==> config.mk <==
export PLATFORM = sky130hd
export DESIGN_NAME = fppe_top
export DESIGN_NICKNAME = d
export VERILOG_FILES = /design/src/inc/fppe_pkg.sv /design/src/hw/fppe_top.sv /design/src/hw/fppe_protect_map.sv /design/src/hw/fppe_array_drive.sv
export VERILOG_INCLUDE_DIRS = /design/src /design/src/inc
export SDC_FILE = /design/constraint.sdc
export NUM_CORES = 1
export LEC_CHECK = 0
export BUFFER_PORTS_ARGS = -buffer_cell sky130_fd_sc_hd__buf_2
export CORE_UTILIZATION = 57
export DETAILED_ROUTE_END_ITERATION = 16
export MAX_ROUTING_LAYER = met4
export PLACE_DENSITY = 0.83
export SLEW_MARGIN = 15
export SYNTH_ARGS = -nofsm -noshare
export SYNTH_HDL_FRONTEND = slang
export SYNTH_SLANG_ARGS = --single-unit
==> constraint.sdc <==
create_clock -name pclk -period 4.4 [get_ports pclk]
set_clock_uncertainty 0.15 [all_clocks]
set_input_delay 0.22 -clock pclk [delete_from_list [all_inputs] [get_ports pclk]]
set_output_delay 0.22 -clock pclk [all_outputs]
set_load 0.03 [all_outputs]
==> src/inc/fppe_defines.svh <==
// register offsets, field positions and fixed values of the flash sequencer
// assumes inclusion by bare name from the design modules and the bench
`ifndef FPPE_DEFINES_SVH
`define FPPE_DEFINES_SVH

// ----------------------------------------------------------------
// apb register offsets (byte addresses)
// ----------------------------------------------------------------
`define FPPE_CTRL_OFS     8'h00
`define FPPE_PROT_OFS     8'h04
`define FPPE_ARRW_OFS     8'h08
`define FPPE_STAT_OFS     8'h0C

// ----------------------------------------------------------------
// control register fields
// ----------------------------------------------------------------
`define FPPE_PGM_BIT      0
`define FPPE_ERS_BIT      1
`define FPPE_MASS_BIT     2
`define FPPE_HV_BIT       3

// ----------------------------------------------------------------
// array write register fields
// ----------------------------------------------------------------
`define FPPE_AW_ADDR_HI   31
`define FPPE_AW_ADDR_LO   16
`define FPPE_AW_DATA_HI   7

// ----------------------------------------------------------------
// status register fields
// ----------------------------------------------------------------
`define FPPE_ST_SEQ_HI    2
`define FPPE_ST_MBLK_BIT  3
`define FPPE_ST_PHIT_BIT  4
`define FPPE_ST_ROWF_BIT  5
`define FPPE_ST_REFU_BIT  6

// ----------------------------------------------------------------
// array geometry and protect byte values
// ----------------------------------------------------------------
`define FPPE_ARRAY_BASE   16'h8000
`define FPPE_ADDR_TOP_BIT 15
`define FPPE_PAGE_ZERO    7'h00
`define FPPE_UNPROT_BYTE  8'hFF
`define FPPE_ROW_LO_BIT   6

`endif

==> src/inc/fppe_pkg.sv <==
// types shared by the flash sequencer modules
// assumes the defines header sits on the include path
package fppe_pkg;

	// ----------------------------------------------------------------
	// operation sequence of the control register
	// ----------------------------------------------------------------
	typedef enum logic [2:0] {
		SEQ_IDLE,
		SEQ_SELECTED,
		SEQ_PROT_READ,
		SEQ_TARGET_SET,
		SEQ_HV_ON
	} fppe_seq_t;

endpackage : fppe_pkg

==> src/hw/fppe_top.sv <==
// flash program/erase sequencer with block protection, apb register access
// assumes the array macro supplies its stored protect byte and takes the
// registered control lines; the low-power request is synchronous to pclk
//
// The address map and the APB slave port are this design's own decisions.
`timescale 1ns/1ps
`include "fppe_defines.svh"

module fppe_top (
	// clock and reset
	input  wire logic        pclk,
	input  wire logic        presetn,
	// apb slave
	input  wire logic        psel,
	input  wire logic        penable,
	input  wire logic        pwrite,
	input  wire logic [7:0]  paddr,
	input  wire logic [31:0] pwdata,
	output logic      [31:0] prdata,
	output logic             pready,
	output logic             pslverr,
	// array side
	input  wire logic [7:0]  protect_byte_in,
	input  wire logic        low_power_req,
	output logic      [15:0] arr_addr,
	output logic      [7:0]  arr_data,
	output logic             arr_prog_strobe,
	output logic             arr_program,
	output logic             arr_erase,
	output logic             arr_mass,
	output logic             arr_hv,
	output logic             arr_standby
);

	// ----------------------------------------------------------------
	// declarations
	// ----------------------------------------------------------------
	logic               wr_access;
	logic               rd_access;
	logic               hit_ctrl;
	logic               hit_prot;
	logic               hit_arrw;
	logic               hit_stat;
	logic               mapped;
	logic [15:0]        aw_addr;
	logic [7:0]         aw_data;
	logic               aw_in_array;
	logic [15:0]        prot_start;
	logic               target_prot;
	logic               any_prot;
	logic               want_pgm;
	logic               want_ers;
	logic               want_hv;

	logic               pgm_ff;
	logic               ers_ff;
	logic               mass_ff;
	logic               hv_ff;
	logic               nxt_pgm;
	logic               nxt_ers;
	logic               nxt_mass;
	logic               nxt_hv;
	fppe_pkg::fppe_seq_t seq_ff;
	fppe_pkg::fppe_seq_t nxt_seq;
	logic [15:0]        target_ff;
	logic [15:0]        nxt_target;
	logic               refused_ff;
	logic               nxt_refused;
	logic               rowfail_ff;
	logic               nxt_rowfail;
	logic               strobe_ff;
	logic               nxt_strobe;
	logic [15:0]        pa_ff;
	logic [15:0]        nxt_pa;
	logic [7:0]         pd_ff;
	logic [7:0]         nxt_pd;
	logic [31:0]        rdata_ff;
	logic [31:0]        nxt_rdata;
	logic               hv_ok;
	logic               set_refused;

	// ----------------------------------------------------------------
	// apb decode
	// ----------------------------------------------------------------
	// zero-wait slave; every access completes in its first access cycle
	assign pready      = 1'b1;
	assign wr_access   = psel & penable & pwrite;
	assign rd_access   = psel & penable & ~pwrite;
	assign hit_ctrl    = (paddr == `FPPE_CTRL_OFS);
	assign hit_prot    = (paddr == `FPPE_PROT_OFS);
	assign hit_arrw    = (paddr == `FPPE_ARRW_OFS);
	assign hit_stat    = (paddr == `FPPE_STAT_OFS);
	assign mapped      = hit_ctrl | hit_prot | hit_arrw | hit_stat;
	assign pslverr     = psel & penable & ~mapped;
	assign aw_addr     = pwdata[`FPPE_AW_ADDR_HI:`FPPE_AW_ADDR_LO];
	assign aw_data     = pwdata[`FPPE_AW_DATA_HI:0];
	// writes below the array base are not array writes and are dropped
	assign aw_in_array = aw_addr >= `FPPE_ARRAY_BASE;
	assign want_pgm    = pwdata[`FPPE_PGM_BIT];
	assign want_ers    = pwdata[`FPPE_ERS_BIT];
	assign want_hv     = pwdata[`FPPE_HV_BIT];

	// ----------------------------------------------------------------
	// protection decode of the latched target
	// ----------------------------------------------------------------
	fppe_protect_map u_protect_map (
		.protect_byte   (protect_byte_in),
		.test_addr      (target_ff),
		.start_addr     (prot_start),
		.addr_protected (target_prot),
		.any_protected  (any_prot)
	);

	// high voltage only after select, protect read and target write;
	// mass erase also needs a fully unprotected array
	assign hv_ok = (seq_ff == fppe_pkg::SEQ_TARGET_SET)
		&& (nxt_pgm | nxt_ers)
		&& !target_prot
		&& !(nxt_ers && nxt_mass && any_prot);

	// a refused high voltage request is remembered for status
	assign set_refused = wr_access && hit_ctrl && want_hv && !hv_ff && !hv_ok;

	// ----------------------------------------------------------------
	// control register next state
	// ----------------------------------------------------------------
	// a select that collides with the other one is simply not taken
	always_comb
	begin
		nxt_pgm  = pgm_ff;
		nxt_ers  = ers_ff;
		nxt_mass = mass_ff;
		nxt_hv   = hv_ff;
		if (wr_access && hit_ctrl)
		begin
			nxt_pgm  = want_pgm & ~ers_ff & ~(want_ers & ~pgm_ff);
			nxt_ers  = want_ers & ~pgm_ff & ~(want_pgm & ~ers_ff);
			nxt_mass = pwdata[`FPPE_MASS_BIT];
			// clearing is always allowed, setting only when earned
			nxt_hv   = want_hv & (hv_ff | hv_ok);
		end
	end

	// ----------------------------------------------------------------
	// sequence tracking and target capture
	// ----------------------------------------------------------------
	// the protect byte read counts only after a select, so stale reads
	// from before the operation cannot unlock high voltage
	always_comb
	begin
		nxt_seq    = seq_ff;
		nxt_target = target_ff;
		if (!(nxt_pgm | nxt_ers))
		begin
			nxt_seq = fppe_pkg::SEQ_IDLE;
		end
		else
		begin
			unique case (seq_ff)
				fppe_pkg::SEQ_IDLE:
				begin
					nxt_seq = fppe_pkg::SEQ_SELECTED;
				end
				fppe_pkg::SEQ_SELECTED:
				begin
					if (rd_access && hit_prot)
						nxt_seq = fppe_pkg::SEQ_PROT_READ;
				end
				fppe_pkg::SEQ_PROT_READ:
				begin
					if (wr_access && hit_arrw && aw_in_array)
					begin
						nxt_seq    = fppe_pkg::SEQ_TARGET_SET;
						nxt_target = aw_addr;
					end
				end
				fppe_pkg::SEQ_TARGET_SET:
				begin
					if (nxt_hv)
						nxt_seq = fppe_pkg::SEQ_HV_ON;
				end
				fppe_pkg::SEQ_HV_ON:
				begin
					// dropping high voltage returns to SEQ_SELECTED; the select is kept
					if (!nxt_hv)
						nxt_seq = fppe_pkg::SEQ_SELECTED;
				end
			endcase
		end
	end

	// ----------------------------------------------------------------
	// row programming and error flags
	// ----------------------------------------------------------------
	// a byte outside the latched row is latched into pa_ff and pd_ff but not strobed; the cycle fails
	always_comb
	begin
		nxt_strobe  = 1'b0;
		nxt_pa      = pa_ff;
		nxt_pd      = pd_ff;
		nxt_rowfail = rowfail_ff;
		nxt_refused = refused_ff;
		if (seq_ff == fppe_pkg::SEQ_IDLE && (nxt_pgm | nxt_ers))
		begin
			nxt_rowfail = 1'b0;
			nxt_refused = 1'b0;
		end
		if (wr_access && hit_arrw && aw_in_array)
		begin
			nxt_pa = aw_addr;
			nxt_pd = aw_data;
			if (seq_ff == fppe_pkg::SEQ_HV_ON && pgm_ff)
			begin
				if (aw_addr[`FPPE_ADDR_TOP_BIT:`FPPE_ROW_LO_BIT] ==
					target_ff[`FPPE_ADDR_TOP_BIT:`FPPE_ROW_LO_BIT])
					nxt_strobe = 1'b1;
				else
					nxt_rowfail = 1'b1;
			end
		end
		// setting a flag wins over the clear at operation start
		if (set_refused)
			nxt_refused = 1'b1;
	end

	// ----------------------------------------------------------------
	// read data mux
	// ----------------------------------------------------------------
	always_comb
	begin
		nxt_rdata = rdata_ff;
		if (psel && !penable && !pwrite)
		begin
			nxt_rdata = 32'h0000_0000;
			if (hit_ctrl)
			begin
				nxt_rdata[`FPPE_PGM_BIT]  = pgm_ff;
				nxt_rdata[`FPPE_ERS_BIT]  = ers_ff;
				nxt_rdata[`FPPE_MASS_BIT] = mass_ff;
				nxt_rdata[`FPPE_HV_BIT]   = hv_ff;
			end
			else if (hit_prot)
				nxt_rdata[7:0] = protect_byte_in;
			else if (hit_arrw)
			begin
				nxt_rdata[`FPPE_AW_ADDR_HI:`FPPE_AW_ADDR_LO] = pa_ff;
				nxt_rdata[`FPPE_AW_DATA_HI:0]                = pd_ff;
			end
			else if (hit_stat)
			begin
				nxt_rdata[`FPPE_ST_SEQ_HI:0]  = seq_ff;
				nxt_rdata[`FPPE_ST_MBLK_BIT]  = any_prot;
				nxt_rdata[`FPPE_ST_PHIT_BIT]  = target_prot;
				nxt_rdata[`FPPE_ST_ROWF_BIT]  = rowfail_ff;
				nxt_rdata[`FPPE_ST_REFU_BIT]  = refused_ff;
			end
		end
	end

	assign prdata = rdata_ff;

	// ----------------------------------------------------------------
	// state registers
	// ----------------------------------------------------------------
	always_ff @(posedge pclk or negedge presetn)
	begin
		if (!presetn)
		begin
			pgm_ff     <= 1'b0;
			ers_ff     <= 1'b0;
			mass_ff    <= 1'b0;
			hv_ff      <= 1'b0;
			seq_ff     <= fppe_pkg::SEQ_IDLE;
			target_ff  <= 16'h0000;
			refused_ff <= 1'b0;
			rowfail_ff <= 1'b0;
			strobe_ff  <= 1'b0;
			pa_ff      <= 16'h0000;
			pd_ff      <= 8'h00;
			rdata_ff   <= 32'h0000_0000;
		end
		else
		begin
			pgm_ff     <= nxt_pgm;
			ers_ff     <= nxt_ers;
			mass_ff    <= nxt_mass;
			hv_ff      <= nxt_hv;
			seq_ff     <= nxt_seq;
			target_ff  <= nxt_target;
			refused_ff <= nxt_refused;
			rowfail_ff <= nxt_rowfail;
			strobe_ff  <= nxt_strobe;
			pa_ff      <= nxt_pa;
			pd_ff      <= nxt_pd;
			rdata_ff   <= nxt_rdata;
		end
	end

	// ----------------------------------------------------------------
	// array control drive
	// ----------------------------------------------------------------
	// low power only masks the drive; register state is kept so the
	// operation is suspended rather than lost
	fppe_array_drive u_array_drive (
		.pclk            (pclk),
		.presetn         (presetn),
		.req_pgm         (pgm_ff),
		.req_ers         (ers_ff),
		.req_mass        (mass_ff),
		.req_hv          (hv_ff),
		.req_strobe      (strobe_ff),
		.req_addr        (pa_ff),
		.req_data        (pd_ff),
		.standby_req     (low_power_req),
		.arr_addr        (arr_addr),
		.arr_data        (arr_data),
		.arr_prog_strobe (arr_prog_strobe),
		.arr_program     (arr_program),
		.arr_erase       (arr_erase),
		.arr_mass        (arr_mass),
		.arr_hv          (arr_hv),
		.arr_standby     (arr_standby)
	);

endmodule : fppe_top

==> src/hw/fppe_protect_map.sv <==
// protect start address decode and protected-range test
// assumes the array occupies the upper half of a 16-bit space
`timescale 1ns/1ps
`include "fppe_defines.svh"

module fppe_protect_map (
	// protect byte as stored in the array
	input  wire logic [7:0]  protect_byte,
	// address under test
	input  wire logic [15:0] test_addr,
	// decode results
	output logic      [15:0] start_addr,
	output logic             addr_protected,
	output logic             any_protected
);

	// ----------------------------------------------------------------
	// start address and range
	// ----------------------------------------------------------------
	// the all-ones minus one value lands on the top 256 bytes by itself
	always_comb
	begin
		start_addr     = {1'b1, protect_byte, `FPPE_PAGE_ZERO};
		any_protected  = (protect_byte != `FPPE_UNPROT_BYTE);
		addr_protected = any_protected && test_addr[`FPPE_ADDR_TOP_BIT]
			&& (test_addr >= start_addr);
	end

endmodule : fppe_protect_map

==> src/hw/fppe_array_drive.sv <==
// registered control lines toward the flash array and its charge pump
// assumes the array macro samples these on pclk
`timescale 1ns/1ps
`include "fppe_defines.svh"

module fppe_array_drive (
	// clock and reset
	input  wire logic        pclk,
	input  wire logic        presetn,
	// requested controls
	input  wire logic        req_pgm,
	input  wire logic        req_ers,
	input  wire logic        req_mass,
	input  wire logic        req_hv,
	input  wire logic        req_strobe,
	input  wire logic [15:0] req_addr,
	input  wire logic [7:0]  req_data,
	input  wire logic        standby_req,
	// array side
	output logic      [15:0] arr_addr,
	output logic      [7:0]  arr_data,
	output logic             arr_prog_strobe,
	output logic             arr_program,
	output logic             arr_erase,
	output logic             arr_mass,
	output logic             arr_hv,
	output logic             arr_standby
);

	logic [15:0] nxt_addr;
	logic [7:0]  nxt_data;
	logic        nxt_strobe;
	logic        nxt_program;
	logic        nxt_erase;
	logic        nxt_mass;
	logic        nxt_hv;
	logic [15:0] addr_ff;
	logic [7:0]  data_ff;
	logic        strobe_ff;
	logic        program_ff;
	logic        erase_ff;
	logic        mass_ff;
	logic        hv_ff;
	logic        standby_ff;

	// ----------------------------------------------------------------
	// standby gating
	// ----------------------------------------------------------------
	// in standby every control drops so the pump and sense amps draw least
	always_comb
	begin
		nxt_addr    = standby_req ? '0 : req_addr;
		nxt_data    = standby_req ? '0 : req_data;
		nxt_strobe  = req_strobe & ~standby_req;
		nxt_program = req_pgm & ~standby_req;
		// erase lifts cells to ones, a program strobe pulls them to zero
		nxt_erase   = req_ers & ~standby_req;
		nxt_mass    = req_mass & req_ers & ~standby_req;
		nxt_hv      = req_hv & ~standby_req;
	end

	// registered outputs; read mode is untouched since reads bypass this
	always_ff @(posedge pclk or negedge presetn)
	begin
		if (!presetn)
		begin
			addr_ff    <= 16'h0000;
			data_ff    <= 8'h00;
			strobe_ff  <= 1'b0;
			program_ff <= 1'b0;
			erase_ff   <= 1'b0;
			mass_ff    <= 1'b0;
			hv_ff      <= 1'b0;
			standby_ff <= 1'b0;
		end
		else
		begin
			addr_ff    <= nxt_addr;
			data_ff    <= nxt_data;
			strobe_ff  <= nxt_strobe;
			program_ff <= nxt_program;
			erase_ff   <= nxt_erase;
			mass_ff    <= nxt_mass;
			hv_ff      <= nxt_hv;
			standby_ff <= standby_req;
		end
	end

	assign arr_addr        = addr_ff;
	assign arr_data        = data_ff;
	assign arr_prog_strobe = strobe_ff;
	assign arr_program     = program_ff;
	assign arr_erase       = erase_ff;
	assign arr_mass        = mass_ff;
	assign arr_hv          = hv_ff;
	assign arr_standby     = standby_ff;

endmodule : fppe_array_drive

======== Word level (Yosys, flattened, before mapping) ========
Index checks and enable logic that the tools add are counted.
W data, S select, Z words.
word-level totals
  RAM bits ................................ 0
  flip-flop bits (word level) ............. 104
  input bits .............................. 54
  bits in latches ......................... 0
  memories kept ........................... 0
  output and inout port bits .............. 64
  memory bits (read-only) ................. 0
cells by class
  order comparisons ....................... 2
  bitwise logic cells ..................... 27
  reduce and logical (&&, ||, !) cells .... 29
  $add $sub $neg .......................... 0
  muxes and demuxes ....................... 30
  equality and inequality tests ........... 13
  $mul .................................... 0
  div/mod/pow operators ................... 0
  shift-type cells ........................ 0
operators with widths
  kind                    count
  $mux W16                4
  $logic_and A1 B1 Y1     18
  $eq A8 B4 Y1 const B    2
  $ge A16 B16 Y1          1
  $ge A16 B16 Y1 const B  1
  $mux W8                 2
  $and A1 B1 Y1           15
  $mux W3                 5
  $pmux W3 S5             1
  $mux W1                 14
  $mux W7                 2
  $ne A3 B3 Y1 const B    4
  $eq A10 B10 Y1          1
  $eq A8 B3 Y1 const B    1
  $logic_not A8 Y1        1
  $mux W4                 2
  $ne A8 B8 Y1 const B    1
  $not A1 Y1              7
  $eq A3 B2 Y1 const B    2
  $logic_not A1 Y1        6
  $or A1 B1 Y1            5
  $reduce_and A4 Y1       1
  $eq A3 B1 Y1 const B    1
  $eq A3 B3 Y1 const B    1
  other kinds (3)         3

======== Depth between registers and ports, before layout ========
Gate-level depths: netlist of the first run.
  depth in word-level cells ............... 15
  gate-level depth with buffers ........... 8
  gate-level depth less buffers ........... 8

======== Modules after synthesis ========
Synthesis of the first run repeated with hierarchy kept, for this count alone.
unflattened totals
  cell total of the unflattened synthesis .. 380
  area total of the unflattened synthesis .. 4909.7 µm²
modules (own cells, without submodules)
  module            instances  area an instance (µm²)  seq. area each (µm²)  cells each
  fppe_top          1          3478.3                  1851.8                267
  fppe_array_drive  1          1053.5                  750.7                 62
  fppe_protect_map  1          377.9                   0.0                   51

======== Least setup slack after synthesis of the first run ========
Ideal clock, no wire load.
  kind .................................... input -> register
  start ................................... in paddr[1]
  end ..................................... reg target_ff[10]
  setup slack ............................. 1.938 ns
  data required time ...................... 4.125 ns
  arrival time ............................ 2.187 ns
  cell stages on the path ................. 8
  buffers on the path ..................... 2
  cell sequence ........................... or4_4 -> nor4_4 -> and2_1 -> buf_4 -> a31o_4 -> nand3b_4 -> buf_6 -> mux2_4
between the ends
  word-level cells in the longest chain between the ends .. 5
  elaborated cells between the ends (all ways) .. 9
  those cells by class .................... eq/ne: 1; mux: 2; bitwise: 1; reduce/logical: 5
RTL lines
  what                           RTL line         source
  from (decl)                    fppe_top.sv:17   input wire logic [7:0] paddr,
  $logic_not A8 Y1 (no line)     n/a
  $logic_and A1 B1 Y1            fppe_top.sv:134  if (wr_access && hit_ctrl)
  $mux W1                        fppe_top.sv:134
  $or A1 B1 Y1                   fppe_top.sv:153  if (!(nxt_pgm | nxt_ers))
  $reduce_and A3 Y1 (no line) *  n/a
  to (signal assigned)           fppe_top.sv:289  target_ff <= nxt_target;
  to (decl)                      fppe_top.sv:65   logic [15:0] target_ff;
Every way passes the cells marked *; elsewhere a longest branch is shown, timed or not.
A chain may end at the register's enable or synchronous reset.

======== Final worst setup path of the first run ========
  start ................................... in paddr[1]
  end ..................................... reg target_ff[0]
The elaborated chain is that of the path after synthesis.

==> results.json, run 1 <==
{
  "grt_overflow_total": 0,
  "cts_buffers": 9,
  "r2r_slack_ns": 1.94,
  "antenna_cells": 0,
  "cts_root_buf": "clkbuf_8",
  "pre_cts_ws_ns": 1.52,
  "synth_area_um2": 4620,
  "nets": 589,
  "post-cts-setup-buffer-count": 0,
  "drtIter0Drc": 254,
  "vias_per_cell": 5.69,
  "fmax_mhz": 396,
  "cts_buffer_depth": 2,
  "path_clk_slew_ns": 0.11,
  "die_w_um": 92.0,
  "finalCritPeriodShare": 0.573,
  "postRouteAntennaNets": 0,
  "grt_max_degree": 60,
  "rsz0062_at_grt": "no",
  "seqCellArea_um2": 2600,
  "avgSynthCellArea_um2": 11.3,
  "multiInputGateArea_um2": 1870,
  "crit_path_end_kind": "flip-flop",
  "worst_slack_ns": 1.88,
  "clk_latency_ns": 0.38,
  "path_class": "in -> reg",
  "synth-seq-area-share": 0.564,
  "ir_drop_uv": 176,
  "power_mw": 1.67,
  "core.rowCount": 32,
  "drive_above_1_share": 0.278,
  "cts_tree": "yes",
  "relSlewSlack": 0.310,
  "synth_edf_count": 0,
  "cts_max_level": 3,
  "cp.arrival_ns": 2.63,
  "route.detailed.drc": 0,
  "hold_viol_final": 0,
  "core_um2": 7770,
  "hp-class": "in -> reg",
  "synthArstFlopShare": 1.00,
  "hp-start": "penable",
  "critPathLaunch": "paddr[1]",
  "grt_antenna_before_repair": 0,
  "dr.pass1.iters": 5,
  "dp_hpwl_um": 7390,
  "r2r_start": "target_ff[7]",
  "outcome": "complete, no violations",
  "leakagePower_nw": 3.05,
  "grt_first_pass_wirelength_um": 17800,
  "finalSetupTns_ns": 0,
  "ys_warn_count": 0,
  "powerDensity_nw_per_um2": 299,
  "netlist_instances": 408,
  "synth.distinct_cells": 52,
  "crit_path_start_kind": "input pin",
  "critPathMaxFanout": 16,
  "track_usage": 0.285,
  "io_pins": 118,
  "yosys_most_used_dff": "dfrtp_1",
  "route.final.wire_length_um": 11000,
  "die_area_um2": 8460,
  "syn_to_final_growth_pct": 21.2,
  "ys_ff_latch": 104,
  "globalplace.congestion": 0.962,
  "wire_per_inst_um": 17.3,
  "die_y_um": 92.0,
  "grt_pass1_vias": 3563,
  "start_util": 0.594,
  "port_buffers": 100,
  "fillers": 580,
  "maxCapViolCount": 0,
  "vias": 3606,
  "cts.sinks": 104,
  "slew_viol_final": 0,
  "worst_slew_pin_slew_ns": 1.03,
  "finalSetupViolations": 0,
  "period_needed_ns": 2.52,
  "crit_required_ns": 4.51
}
critical path, stage by stage:
cell and delay, ns:
buf_2 0.11, or4_4 0.56, nor4_4 0.41, and2_1 0.35, a31o_4 0.26, nand3b_4 0.32, mux2_2 0.39
where the power goes:
group | internal (mW) | total (mW) | switching, mW
sequential | 0.960 | 0.963 | 0.00364
combinational | 0.0483 | 0.133 | 0.0845
clock | 0.229 | 0.577 | 0.348
per-stage QoR:
stage | cells | area [µm²] | util | hold slack [ns]
detailed placement | 594 | 5150 | 0.663 | 0.174
finish | 634 | 5590 | 0.720 | 0.0665
global route | 634 | 5590 | 0.720 | 0.0616
floorplan | 415 | 4640 | - | -0.226
global placement | 594 | 5150 | 0.663 | 0.160
CTS | 634 | 5590 | 0.719 | 0.0520
worst paths after layout:
path / cells after the start / to
max: 7 / target_ff[0]
min: 4 / strobe_ff
max reg2reg: 8 / refused_ff
min reg2reg: 1 / u_array_drive.arr_prog_strobe
max in group asynchronous: 3 / u_array_drive.arr_data[7]
min in group asynchronous: 2 / u_array_drive.arr_data[1]
timing repair:
item	in CTS	in global routing
hold endpoints to repair	98	0
resized for setup	0	0
hold buffers	24	0
registers in the layout (all words and copies together) (netlist names), 3 cells and up:
signal	count
pd_ff	8
target_ff	16
prdata	24
u_array_drive.arr_addr	16
seq_ff	3
pa_ff	16
u_array_drive.arr_data	8
per-layer routing:
metal  wire [µm]  up-vias  part of all wire  global-route usage
met5           0        -                 0                   -
met4         375        0             0.034               0.125
met3         900       36             0.082              0.0672
met2        5250      202              0.48               0.440
met1        4440     1750              0.40               0.363
li1            -     1618                 -                   -
placed cells by master (no fill, tap or decap), types with 2 or more instances in the layout:
cell type,instances
nand2_1,86
o41ai_1,2
o31ai_1,2
nand2b_1,6
and3_1,2
ha_1,8
dfrtp_1,104
clkbuf_8,10
dlygate4sd3_1,24
buf_2,99
nor2_1,9
nor2b_1,33
a22o_1,20
xnor2_1,2
a311oi_1,2
xor2_1,8
nor4_1,5
a21oi_1,10
mux2_2,7
a22oi_1,2
mux4_2,4
conb_1,9
nand3b_1,4
or2_2,2
o21ai_0,9
buf_4,3
and2_1,2
nand3_1,3
nand4_1,6
mux2_4,9
clkinv_4,2
inv_1,11
logic make-up (layout without fill, tap and decap cells):
logic type      after synthesis  count (layout)  synth area share
flops                       104             104             0.564
other cells                   2               9           0.00163
compound gates               59              59             0.101
xor+xnor                     10              10            0.0190
mux                          20              20            0.0659
fa+ha+maj                     8               8            0.0217
buf+inv                      36             153            0.0390
simple gates                169             169             0.188
synth_stat cells, drive strengths merged, types with 2 or more instances:
master | n | area [µm²]
a2111oi | 2 | 36.3
clkbuf | 14 | 52.6
o21ai | 9 | 45.0
or4 | 2 | 18.8
buf | 11 | 86.3
nor4 | 6 | 52.6
nand4 | 6 | 37.5
nand2 | 86 | 323
or2 | 2 | 12.5
o41ai | 2 | 17.5
a22o | 20 | 175
mux2 | 16 | 214
o31ai | 2 | 15.0
nor2 | 9 | 33.8
nor3 | 3 | 20.0
nand2b | 6 | 37.5
nand3b | 5 | 50.1
and2 | 2 | 12.5
xor2 | 8 | 70.1
nor2b | 33 | 206
and3 | 2 | 12.5
a21oi | 10 | 50.1
ha | 8 | 100
dfrtp | 104 | 2600
conb | 2 | 7.51
nand3 | 3 | 15.0
a311oi | 2 | 17.5
inv | 11 | 41.3
xnor2 | 2 | 17.5
a22oi | 2 | 15.0
mux4 | 4 | 90.1
cell type report:
type	instances	area share
sequential	104	0.465
clock buffer	10	0.0246
multi-input combinational	275	0.334
inverter	11	0.00738
clock inverter	6	0.00984
timing repair buffer	126	0.136
tap	102	0.0228
No activity file was read; power rests on OpenSTA's default activity.
==> run 2: changes to the inputs <==
- CORE_UTILIZATION: 57 -> 48
- PLACE_DENSITY: 0.83 -> 0.74
- clock period: 4.4 -> 2.2 ns (I/O delays scaled with it)
==> results.json, run 2 (synthesis results as in run 1) <==
{
  "dp_hpwl_um": 8100,
  "hp-start": "pwdata[31]",
  "core.rowCount": 35,
  "finalSetupViolations": 0,
  "r2r_slack_ns": 0.02,
  "worst-path-stages": 8,
  "cp_num_buf_inv": 1,
  "postRouteAntennaNets": 0,
  "grt_first_pass_wirelength_um": 18100,
  "vias_per_cell": 5.20,
  "cp.arrival_ns": 2.28,
  "whs_ns": 0.0256,
  "route.final.wire_length_um": 11200,
  "drtIter0Drc": 206,
  "hp-class": "in -> reg",
  "die_area_um2": 10000,
  "nets": 620,
  "powerDensity_nw_per_um2": 577,
  "cts.sinks": 104,
  "cts_root_buf": "clkbuf_8",
  "cts_buffers": 9,
  "dr.pass1.iters": 5,
  "wire_per_inst_um": 16.2,
  "reg2reg_depth": 8,
  "endpoint": "seq_ff[1]",
  "critPathMaxFanout": 5,
  "relSlewSlack": 0.544,
  "critPathLaunch": "target_ff[7]",
  "finalSetupTns_ns": 0,
  "crit_required_ns": 2.30,
  "cts_max_level": 3,
  "period_needed_ns": 2.18,
  "slew_viol_final": 0,
  "worst_slack_ns": 0.0165,
  "fmax_mhz": 458,
  "io_pins": 118,
  "rsz0062_at_grt": "yes",
  "critical_path.cell_chain": "inv_1, ha_1, nor4b_4, a221oi_2, a2111oi_1, o311a_1, a2111oi_4, a311oi_1",
  "crit_path_start_kind": "flip-flop",
  "grt_pass1_vias": 3586,
  "grt_overflow_total": 0,
  "antenna_cells": 0,
  "core_um2": 9280,
  "vias": 3601,
  "critPathTopFamily": "compound AO/OA/AOI/OAI gates",
  "path_class": "reg -> reg",
  "hold_viol_final": 0,
  "syn_to_final_growth_pct": 28.5,
  "path_clk_slew_ns": 0.11,
  "drive_above_1_share": 0.316,
  "port_buffers": 100,
  "maxCapViolCount": 0,
  "die_y_um": 100,
  "layout_commonest_cell": "dfrtp_1",
  "cts_buffer_depth": 2,
  "final_cell_mix": "dfrtp_1, buf_2, nand2_1",
  "crit_path_end_kind": "flip-flop",
  "grt_antenna_before_repair": 0,
  "track_usage": 0.243,
  "finalCritPeriodShare": 0.992,
  "leakagePower_nw": 3.23,
  "cpMaxStageDelayCell": "dfrtp_1",
  "power_mw": 3.42,
  "cts_tree": "yes",
  "route.detailed.drc": 0,
  "clk_latency_ns": 0.37,
  "slowest_delay_ns": 0.36,
  "die_w_um": 100,
  "largest_reg_flops": 24,
  "r2r-end": "seq_ff[1]",
  "outcome": "complete, no violations",
  "grt_max_degree": 55,
  "ir_drop_uv": 343,
  "fin_cells": 692,
  "r2r_start": "target_ff[7]",
  "start_util": 0.497,
  "worst_slew_pin_slew_ns": 0.684,
  "dp_cells": 647,
  "globalplace.congestion": 0.885,
  "pre_cts_ws_ns": -0.242
}
==> run 2: changes by cell type in the layout (fill, tap and decap cells not counted), moves of 2 or more <==
cell	delta
inv_8	+2
buf_4	+25
dlygate4sd3_1	+3
buf_12	+3
clkinv_4	-2
==> run 2: how the worst min path moves through the flow <==
stage / end / slack [ns] / cells after the start
5_1_grt: strobe_ff / 0.01 / 4
6_report: strobe_ff / 0.03 / 4
3_3_place_gp: u_array_drive.arr_standby / 0.04 / 1
2_1_floorplan: ers_ff / -0.34 / 0
3_5_place_dp: u_array_drive.arr_standby / 0.04 / 1
4_1_cts: strobe_ff / 0.0005 / 4
==> run 2: final cells by class <==
| type | instances | area (µm²) |
|---|---|---|
| Fill cell | 748 | 3350 |
| Sequential cell | 104 | 2600 |
| Multi-Input combinational cell | 275 | 1890 |
| Timing Repair Buffer | 157 | 1040 |
| Tap cell | 129 | 161 |
| Clock buffer | 9 | 124 |
| Clock inverter | 7 | 78.8 |
| Inverter | 11 | 41.3 |
==> run 2: power breakdown <==
part	internal, mW	switching, mW
logic	0.116	0.176
clock network	0.456	0.745
registers	1.92	0.00698
==> run 2: tightest hold or removal path, delay by kind of cell <==
kind / cells / cell delay [ns]
buffers and inverters: 1 / 0.15
AND/OR/NAND/NOR: 3 / 0.24
==> run 2: per-layer routing <==
metal	part of all wire	routed length [µm]	track usage
met1	0.45	5070	0.323
met2	0.48	5420	0.379
met3	0.046	516	0.0390
met4	0.019	218	0.0925
met5	0	0	-
==> run 2: per-stage QoR <==
step / cell area, µm² / util
after CTS: 5900 / 0.636
after global placement: 5410 / 0.582
after detailed placement: 5410 / 0.582
after floorplan: 4650 / -
final: 5930 / 0.639
after global routing: 5930 / 0.639
==> run 2: timing repair <==
item	CTS	global route
setup endpoints to repair	6	21
pin swaps	3	3
cloned	0	0
endpoints found under the hold margin	96	0
hold buffers	27	0
setup buffers	1	1
resized for setup	3	2
